===== src/rtl/clb_regs.svh =====
// Purpose: Register offsets, field positions and sizes of the configurable logic block.
// Assumes: APB with 32-bit data, one aligned word per register.
// Notes:   Included by bare name from the package and the design files.
`ifndef CLB_REGS_SVH
`define CLB_REGS_SVH

`define CLB_NUM_BLOCKS      4
`define CLB_BLK_W           2
`define CLB_NUM_INPUTS      4
`define CLB_IN_W            2
`define CLB_NUM_ORIGINS     16
`define CLB_ORIGIN_W        4
`define CLB_LUT_ENTRIES     16
`define CLB_IDX_W           4

`define CLB_ORIGIN_FALSE    4'h0
`define CLB_ORIGIN_TRUE     4'h1
`define CLB_ORIGIN_EXT0     4'h2

`define CLB_OFS_BLOCK_PICK  12'h000
`define CLB_OFS_INPUT_PICK  12'h004
`define CLB_OFS_ORIGIN      12'h008
`define CLB_OFS_INVERT      12'h00c
`define CLB_OFS_FUNCTION    12'h010
`define CLB_OFS_TABLE_PICK  12'h014
`define CLB_OFS_INDEX       12'h018
`define CLB_OFS_BIT         12'h01c
`define CLB_OFS_WORD        12'h020
`define CLB_OFS_OUTPUTS     12'h024

`define CLB_FUNC_COMB       1'b0
`define CLB_FUNC_LATCHED    1'b1
`define CLB_TABLE_DATA      1'b0
`define CLB_TABLE_ENABLE    1'b1

`endif


===== src/rtl/clb_pkg.sv =====
// Purpose: Types shared by the configurable logic block files.
// Assumes: clb_regs.svh gives all sizes.
// Notes:   Holds types only.
`include "clb_regs.svh"

package clb_pkg;

	// Source choice and inversion of one block input.
	typedef struct packed {
		logic [`CLB_ORIGIN_W-1:0] origin;
		logic                     invert;
	} clb_input_cfg_t;

	// Per-block configuration.
	typedef struct packed {
		clb_input_cfg_t [`CLB_NUM_INPUTS-1:0] inputs;
		logic                                 latched;
		logic [`CLB_LUT_ENTRIES-1:0]          table_data;
		logic [`CLB_LUT_ENTRIES-1:0]          table_enable;
	} clb_block_cfg_t;

	typedef enum logic [1:0] {
		CLB_APB_IDLE   = 2'b00,
		CLB_APB_ACCESS = 2'b01
	} clb_apb_state_t;

endpackage


===== src/rtl/clb_cell.sv =====
// Purpose: One logic block: input selection, inversion, two truth tables, flip-flop.
// Assumes: Sources are synchronous to CLK; configuration is held stable.
// Notes:   The flip-flop clock is a block input, sampled and edge-detected on CLK.
`timescale 1ns/1ps
`default_nettype none
`include "clb_regs.svh"

module clb_cell (
	input  wire logic                          clk,
	input  wire logic                          rst_b,
	input  wire clb_pkg::clb_block_cfg_t       cfg,
	input  wire logic [`CLB_NUM_ORIGINS-1:0]   sources,
	output var  logic                          out
);

	logic [`CLB_NUM_INPUTS-1:0] in_val;
	logic [`CLB_IDX_W-1:0]      idx;
	logic                       data_bit;
	logic                       enable_bit;
	logic                       clk_prev_r;
	logic                       clk_now;
	logic                       ff_r;
	logic                       ff_nxt;
	logic                       fire;

	// Each input takes its chosen source; constants ignore the inversion setting.
	genvar g;
	generate
		for (g = 0; g < `CLB_NUM_INPUTS; g = g + 1) begin : g_in
			wire logic [`CLB_ORIGIN_W-1:0] o = cfg.inputs[g].origin;
			wire logic                     konst = (o == `CLB_ORIGIN_TRUE) || (o == `CLB_ORIGIN_FALSE);
			assign in_val[g] = konst ? (o == `CLB_ORIGIN_TRUE) :
				(sources[o] ^ cfg.inputs[g].invert);
		end
	endgenerate

	// Input k is index bit k: all low picks entry 0, all high the last entry.
	assign idx        = in_val;
	assign data_bit   = cfg.table_data[idx];
	assign enable_bit = cfg.table_enable[idx];

	// In latched mode input 0 is the flip-flop clock; an inverted input gives falling-edge action.
	assign clk_now = in_val[0];
	assign fire    = clk_now & ~clk_prev_r;
	assign ff_nxt  = (fire && enable_bit) ? data_bit : ff_r;

	// Edge detect and flip-flop.
	always_ff @(posedge clk) begin
		if (!rst_b) begin
			clk_prev_r <= 1'b0;
			ff_r       <= 1'b0;
		end else begin
			clk_prev_r <= clk_now;
			ff_r       <= ff_nxt;
		end
	end

	// Registered output so the next block never sees a glitching table read.
	always_ff @(posedge clk) begin
		if (!rst_b) begin
			out <= 1'b0;
		end else begin
			out <= cfg.latched ? ff_nxt : data_bit;
		end
	end

endmodule

`default_nettype wire


===== src/rtl/clb_top.sv =====
// Purpose: Bank of configurable logic blocks with an APB register slave.
// Assumes: APB master per the protocol; external sources synchronous to CLK.
// Notes:   Block outputs feed back as selectable sources of every block.
//
// Functional notes
// - Inversion true presents complemented chosen source.
// - Inversion ignored for constant true/false sources.
// - Clock input: rising, or falling when inverted.
// - Each table holds two-to-the-n entries.
// - Index zero all low; last all high.
// - Bit access uses index within selected table.
// - Word access writes whole table; bit k.
// - Data-pick table drives flip-flop data.
// - Enable-pick table drives flip-flop enable.
// - Table pick matters only in latched mode.
// - Constant true drives one, false zero.
`timescale 1ns/1ps
`default_nettype none
`include "clb_regs.svh"

module clb_top (
	input  wire logic                   CLK,
	input  wire logic                   RST_B,
	input  wire logic                   PSEL,
	input  wire logic                   PENABLE,
	input  wire logic                   PWRITE,
	input  wire logic [11:0]            PADDR,
	input  wire logic [31:0]            PWDATA,
	output var  logic [31:0]            PRDATA,
	output logic                        PREADY,
	output logic                        PSLVERR,
	input  wire logic [13:0]            EXT_SOURCES,
	output logic [`CLB_NUM_BLOCKS-1:0]  BLOCK_OUT
);

	clb_pkg::clb_block_cfg_t [`CLB_NUM_BLOCKS-1:0] cfg_r;
	logic [`CLB_BLK_W-1:0]         block_pick_r;
	logic [`CLB_IN_W-1:0]          input_pick_r;
	logic [`CLB_NUM_BLOCKS-1:0]    dual_table_pick_r;
	logic [`CLB_IDX_W-1:0]         index_r [`CLB_NUM_BLOCKS];
	logic [`CLB_NUM_ORIGINS-1:0]   sources;
	logic [`CLB_NUM_BLOCKS-1:0]    outs;

	// Decode, qualified by the APB access phase.
	wire logic access   = PSEL && PENABLE;
	wire logic wr       = access && PWRITE;
	wire logic hit_blk  = (PADDR == `CLB_OFS_BLOCK_PICK);
	wire logic hit_inp  = (PADDR == `CLB_OFS_INPUT_PICK);
	wire logic hit_org  = (PADDR == `CLB_OFS_ORIGIN);
	wire logic hit_inv  = (PADDR == `CLB_OFS_INVERT);
	wire logic hit_fun  = (PADDR == `CLB_OFS_FUNCTION);
	wire logic hit_tpk  = (PADDR == `CLB_OFS_TABLE_PICK);
	wire logic hit_idx  = (PADDR == `CLB_OFS_INDEX);
	wire logic hit_bit  = (PADDR == `CLB_OFS_BIT);
	wire logic hit_wrd  = (PADDR == `CLB_OFS_WORD);
	wire logic hit_out  = (PADDR == `CLB_OFS_OUTPUTS);
	wire logic mapped   = hit_blk | hit_inp | hit_org | hit_inv | hit_fun | hit_tpk |
		hit_idx | hit_bit | hit_wrd | hit_out;

	// Selected block, input and table.
	wire clb_pkg::clb_block_cfg_t sel_cfg = cfg_r[block_pick_r];
	wire clb_pkg::clb_input_cfg_t sel_in  = sel_cfg.inputs[input_pick_r];
	wire logic [`CLB_IDX_W-1:0]   sel_idx = index_r[block_pick_r];
	wire logic use_enable = sel_cfg.latched && (dual_table_pick_r[block_pick_r] == `CLB_TABLE_ENABLE);
	wire logic [`CLB_LUT_ENTRIES-1:0] sel_table = use_enable ? sel_cfg.table_enable :
		sel_cfg.table_data;
	wire logic sel_konst = (sel_in.origin == `CLB_ORIGIN_TRUE) ||
		(sel_in.origin == `CLB_ORIGIN_FALSE);

	// Read mux; inversion reads zero while the source is a constant.
	logic [31:0] rd_mux;
	always_comb begin
		rd_mux = 32'h0000_0000;
		if (hit_blk) begin
			rd_mux[`CLB_BLK_W-1:0] = block_pick_r;
		end else if (hit_inp) begin
			rd_mux[`CLB_IN_W-1:0] = input_pick_r;
		end else if (hit_org) begin
			rd_mux[`CLB_ORIGIN_W-1:0] = sel_in.origin;
		end else if (hit_inv) begin
			rd_mux[0] = sel_in.invert && !sel_konst;
		end else if (hit_fun) begin
			rd_mux[0] = sel_cfg.latched;
		end else if (hit_tpk) begin
			rd_mux[0] = dual_table_pick_r[block_pick_r];
		end else if (hit_idx) begin
			rd_mux[`CLB_IDX_W-1:0] = sel_idx;
		end else if (hit_bit) begin
			rd_mux[0] = sel_table[sel_idx];
		end else if (hit_wrd) begin
			rd_mux[`CLB_LUT_ENTRIES-1:0] = sel_table;
		end else if (hit_out) begin
			rd_mux[`CLB_NUM_BLOCKS-1:0] = outs;
		end
	end

	// Zero-wait slave: every access completes in its first access cycle.
	assign PREADY  = 1'b1;
	assign PSLVERR = access && !mapped;

	// Read data register.
	always_ff @(posedge CLK) begin
		if (!RST_B) begin
			PRDATA <= 32'h0000_0000;
		end else if (PSEL && !PENABLE && !PWRITE) begin
			PRDATA <= rd_mux;
		end
	end

	// Selectors.
	always_ff @(posedge CLK) begin
		if (!RST_B) begin
			block_pick_r <= '0;
			input_pick_r <= '0;
		end else begin
			if (wr && hit_blk) begin
				block_pick_r <= PWDATA[`CLB_BLK_W-1:0];
			end
			if (wr && hit_inp) begin
				input_pick_r <= PWDATA[`CLB_IN_W-1:0];
			end
		end
	end

	// Per-block configuration storage.
	genvar b;
	generate
		for (b = 0; b < `CLB_NUM_BLOCKS; b = b + 1) begin : g_blk
			wire logic me = (int'(block_pick_r) == b) && wr;
			wire logic en_tbl = cfg_r[b].latched &&
				(dual_table_pick_r[b] == `CLB_TABLE_ENABLE);
			always_ff @(posedge CLK) begin
				if (!RST_B) begin
					cfg_r[b]             <= '0;
					index_r[b]           <= '0;
					dual_table_pick_r[b] <= `CLB_TABLE_DATA;
				end else if (me) begin
					if (hit_org) begin
						cfg_r[b].inputs[input_pick_r].origin <= PWDATA[`CLB_ORIGIN_W-1:0];
					end
					if (hit_inv && !sel_konst) begin
						cfg_r[b].inputs[input_pick_r].invert <= PWDATA[0];
					end
					if (hit_fun) begin
						cfg_r[b].latched <= PWDATA[0];
					end
					if (hit_tpk) begin
						dual_table_pick_r[b] <= PWDATA[0];
					end
					if (hit_idx) begin
						index_r[b] <= PWDATA[`CLB_IDX_W-1:0];
					end
					if (hit_bit && en_tbl) begin
						cfg_r[b].table_enable[index_r[b]] <= PWDATA[0];
					end else if (hit_bit) begin
						cfg_r[b].table_data[index_r[b]] <= PWDATA[0];
					end
					if (hit_wrd && en_tbl) begin
						cfg_r[b].table_enable <= PWDATA[`CLB_LUT_ENTRIES-1:0];
					end else if (hit_wrd) begin
						cfg_r[b].table_data <= PWDATA[`CLB_LUT_ENTRIES-1:0];
					end
				end
			end
			clb_cell u_cell (
				.clk     (CLK),
				.rst_b   (RST_B),
				.cfg     (cfg_r[b]),
				.sources (sources),
				.out     (outs[b])
			);
		end
	endgenerate

	// Source vector: two constants, ten externals, then every block output.
	assign sources   = {outs, EXT_SOURCES[9:0], 2'b10};
	assign BLOCK_OUT = outs;

endmodule

`default_nettype wire


===== config.mk =====
export PLATFORM = sky130hd
export DESIGN_NAME = clb_top
export DESIGN_NICKNAME = d
export VERILOG_FILES = /design/src/rtl/clb_pkg.sv /design/src/rtl/clb_cell.sv /design/src/rtl/clb_top.sv
export VERILOG_INCLUDE_DIRS = /design/src /design/src/rtl
export SDC_FILE = /design/constraint.sdc
export NUM_CORES = 1
export LEC_CHECK = 0
export BUFFER_PORTS_ARGS = -buffer_cell sky130_fd_sc_hd__buf_2
export CORE_UTILIZATION = 40
export DETAILED_ROUTE_END_ITERATION = 6
export PLACE_DENSITY = 0.56
export SYNTH_ARGS = -nofsm -noshare
export SYNTH_HDL_FRONTEND = slang
export SYNTH_HIERARCHICAL = 1
export SYNTH_SLANG_ARGS = --single-unit

===== constraint.sdc =====
create_clock -name CLK -period 6.7 [get_ports CLK]
set_input_delay 1.34 -clock CLK [delete_from_list [all_inputs] [get_ports CLK]]
set_output_delay 1.34 -clock CLK [all_outputs]
set_load 0.05 [all_outputs]

==> flow_metrics.tcl <==
set metrics [dict create \
    cts_tree "done" \
    ys_seq_elements 266 \
    drc_errors 0 \
    area_growth_pct 8.53 \
    fin_cells 2888 \
    mostFrequentLayoutCell "nand2_1" \
    grt_pass1_vias 17300 \
    grt_overflow 0 \
    avgSynthCellArea_um2 8.38 \
    cts_sinks 266 \
    maxSlewHeadroom 0.183 \
    cp_slowest_cell "nand3b_1" \
    maxCapViolCount 0 \
    place_hpwl_mm 52.6 \
    synth_flop_cell "dfxtp_1" \
    grt_pass1_wl_mm 112 \
    seq_power_share 0.434 \
    p_comb_frac 0.070 \
    gp_congestion 1.02 \
    tritoncts.num_buffers 34 \
    fin_skew_ns 0.0307 \
    clk_pin_slew_ns 0.06 \
    cts_setup_buffers 0 \
    yosysSeqAreaShare 0.285 \
    post_cts_resize_count 0 \
    hold_viol 0 \
    synth-simple-area-share 0.190 \
    rows 80 \
    synth-adder-area-share 0 \
    path_buf_inv 1 \
    critPathKind "input port to flop" \
    finalSetupViolCount 0 \
    core_um2 47600 \
    worstMarginPinSlew_ns 1.22 \
    grt_setup_unrepaired "no" \
    mostFrequentLayoutCells "nand2_1 (257), nor2_1 (254), dfxtp_1 (248)" \
    synth-edff-count 16 \
    antenna_found_initial 1 \
    setup_slack_ns 2.35 \
    ys_types 78 \
    synth_compound_area_frac 0.206 \
    cp_max_fo 28 \
    period_share 0.649 \
    fin_crit_ns 4.35 \
    syn_inst 2299 \
    setup.worst_path.end_class "flop" \
    die_y_um 221 \
    powerDensity_nw_per_um2 178 \
    whs_ns 0.459 \
    viasPerCell 6.43 \
    grt_max_degree 186 \
    ys_warn_count 6 \
    drt_first_pass_iters 6 \
    synth_mux_area_frac 0.243 \
    dieArea_um2 49100 \
    syn_area_um2 19300 \
    crit_chain "buf_2, nor4_2, nand3_1, and2_1, nand3b_1, nor2_1, mux2i_1, nor2_1" \
    p_sw_uw 1000 \
    cts-root-buf "clkbuf_16" \
    grt_usage 0.305 \
    synth-xor-area-share 0.0218 \
    fmax_mhz 230 \
    vias 18600 \
    cts_buffer_depth 3 \
    crit_top_cell "nor2_1" \
    p_sw_frac 0.268 \
    drive_gt1_frac 0.151 \
    p_leak_uw 0.00663 \
    drtAntennaViolNets 0 \
    async_flop_share 0 \
    r2r_setup_slack_ns 2.96 \
    internal_power_uw 2730 \
    final_nets 2310 \
    ir_worst_vdd_uv 143 \
    die_x_um 221 \
    holdBufCountCts 0 \
    critPathRequiredTime_ns 7.11 \
    status "completed" \
    slowest_delay_ns 0.87 \
    cp-start-kind "input port" \
    port_buffers 63 \
    placed_cells 2826 \
    cp.arrival_ns 4.76 \
    worstHoldPathType "flop to flop" \
    synth_top_family_by_area "multiplexers" \
    io-pin-count 101 \
    wirelength_mm 76.0 \
    p_clk_frac 0.497 \
    slew_viol_final 0 \
    initial_core_util 0.404 \
    fin_util 0.439 \
    drt-wirelength-per-cell_um 26.3 \
    pre_cts_slack_ns 1.84 \
    cp_top_family "simple AND/OR/NAND/NOR gates" \
    worstSkewPairLatency_ns 0.57 \
    fin_setup_tns_ns 0 \
    htreeDepth 2 \
    drt_iter0_drc 2266 \
]
==> through the flow <==
step	total power, uW	area (um^2)
after global routing	3820	20900
after detailed placement	1900	19800
after global placement	1900	19800
after floorplan	1810	19400
after CTS	3740	20900
final	3730	20900
==> metal layers <==
layer  GRT usage  vias up  routed length [um]
li1            -     8281                   -
met1       0.418     9125               31900
met2       0.457     1006               32800
met3      0.0801      156                8620
met4       0.116        0                2690
met5           0        -                   0
==> Yosys cell counts, drive strengths merged, types with 7 or more instances <==
cell	instances	area share
o21ai	212	0.055
nand2b	27	0.0088
dfxtp	250	0.26
nor3	46	0.013
a41oi	9	0.0041
a221o	10	0.0055
a31oi	31	0.010
buf	62	0.019
mux2	32	0.019
o211ai	21	0.0082
a311oi	7	0.0032
nand4	7	0.0023
and2	24	0.0083
nor2b	46	0.015
o21a	8	0.0031
mux2i	180	0.094
nor2	268	0.054
edfxtp	16	0.025
clkbuf	142	0.028
inv	38	0.0074
a211oi	30	0.012
nand3	47	0.012
nand2	257	0.050
a21oi	208	0.057
nand3b	13	0.0051
xor2	16	0.0073
or3	22	0.0071
a22o	15	0.0068
xnor2	32	0.015
o22ai	23	0.0075
mux4	109	0.13
o2111ai	16	0.0073
==> path summary, 6_finish.rpt <==
path,start,to,cells after the start
worst max-delay path,PADDR[9],cfg_r[159],8
worst min-delay path,PRDATA[7],PRDATA[7],2
worst max register to register,block_pick_r[0],PRDATA[0],8
worst min register to register,PRDATA[7],PRDATA[7],2
==> flip-flops by register name, summed over array words and instances (netlist names), named ones only <==
signal	count
g_blk.u_cell/out	4
block_pick_r	2
index_r	16
dual_table_pick_r	4
cfg_r	212
g_blk.u_cell/ff_r	4
PRDATA	16
g_blk.u_cell/clk_prev_r	4
input_pick_r	2
==> cells by family (layout without fill, tap and decap cells) <==
| group | after synthesis | count (layout) |
|---|---|---|
| AO/OA/AOI/OAI | 632 | 632 |
| multiplexers | 321 | 321 |
| flip-flops | 266 | 266 |
| XOR/XNOR | 48 | 48 |
| buffers and inverters | 242 | 189 |
| AND/OR/NAND/NOR | 788 | 788 |
| other | 2 | 29 |
==> power by group through the flow <==
stage | registers [uW] | clock network, uW | logic, uW
6_report | 1620 | 1850 | 261
3_5_place_dp | 1650 | 0 | 253
2_1_floorplan | 1640 | 0 | 172
5_1_grt | 1620 | 1930 | 272
4_1_cts | 1620 | 1870 | 253
3_3_place_gp | 1650 | 0 | 250
==> layout make-up <==
cell class / count / area [um^2]
Clock buffer: 45 / 942
Fill cell: 4728 / 26700
Inverter: 38 / 150
Multi-Input combinational cell: 1814 / 12900
Tap cell: 615 / 769
Timing Repair Buffer: 93 / 543
Antenna cell: 4 / 10.0
Clock inverter: 13 / 135
Sequential cell: 266 / 5490
==> worst reg2reg max path: cells and delay by family (launching register included) <==
family / cells / cell delay [ns]
and+or+nand+nor: 3 / 0.75
muxes: 2 / 1.28
buffers and inverters: 1 / 0.75
DFF: 1 / 0.59
AOI/OAI and AO/OA: 2 / 0.25
Power figures use the tool's default switching activity.
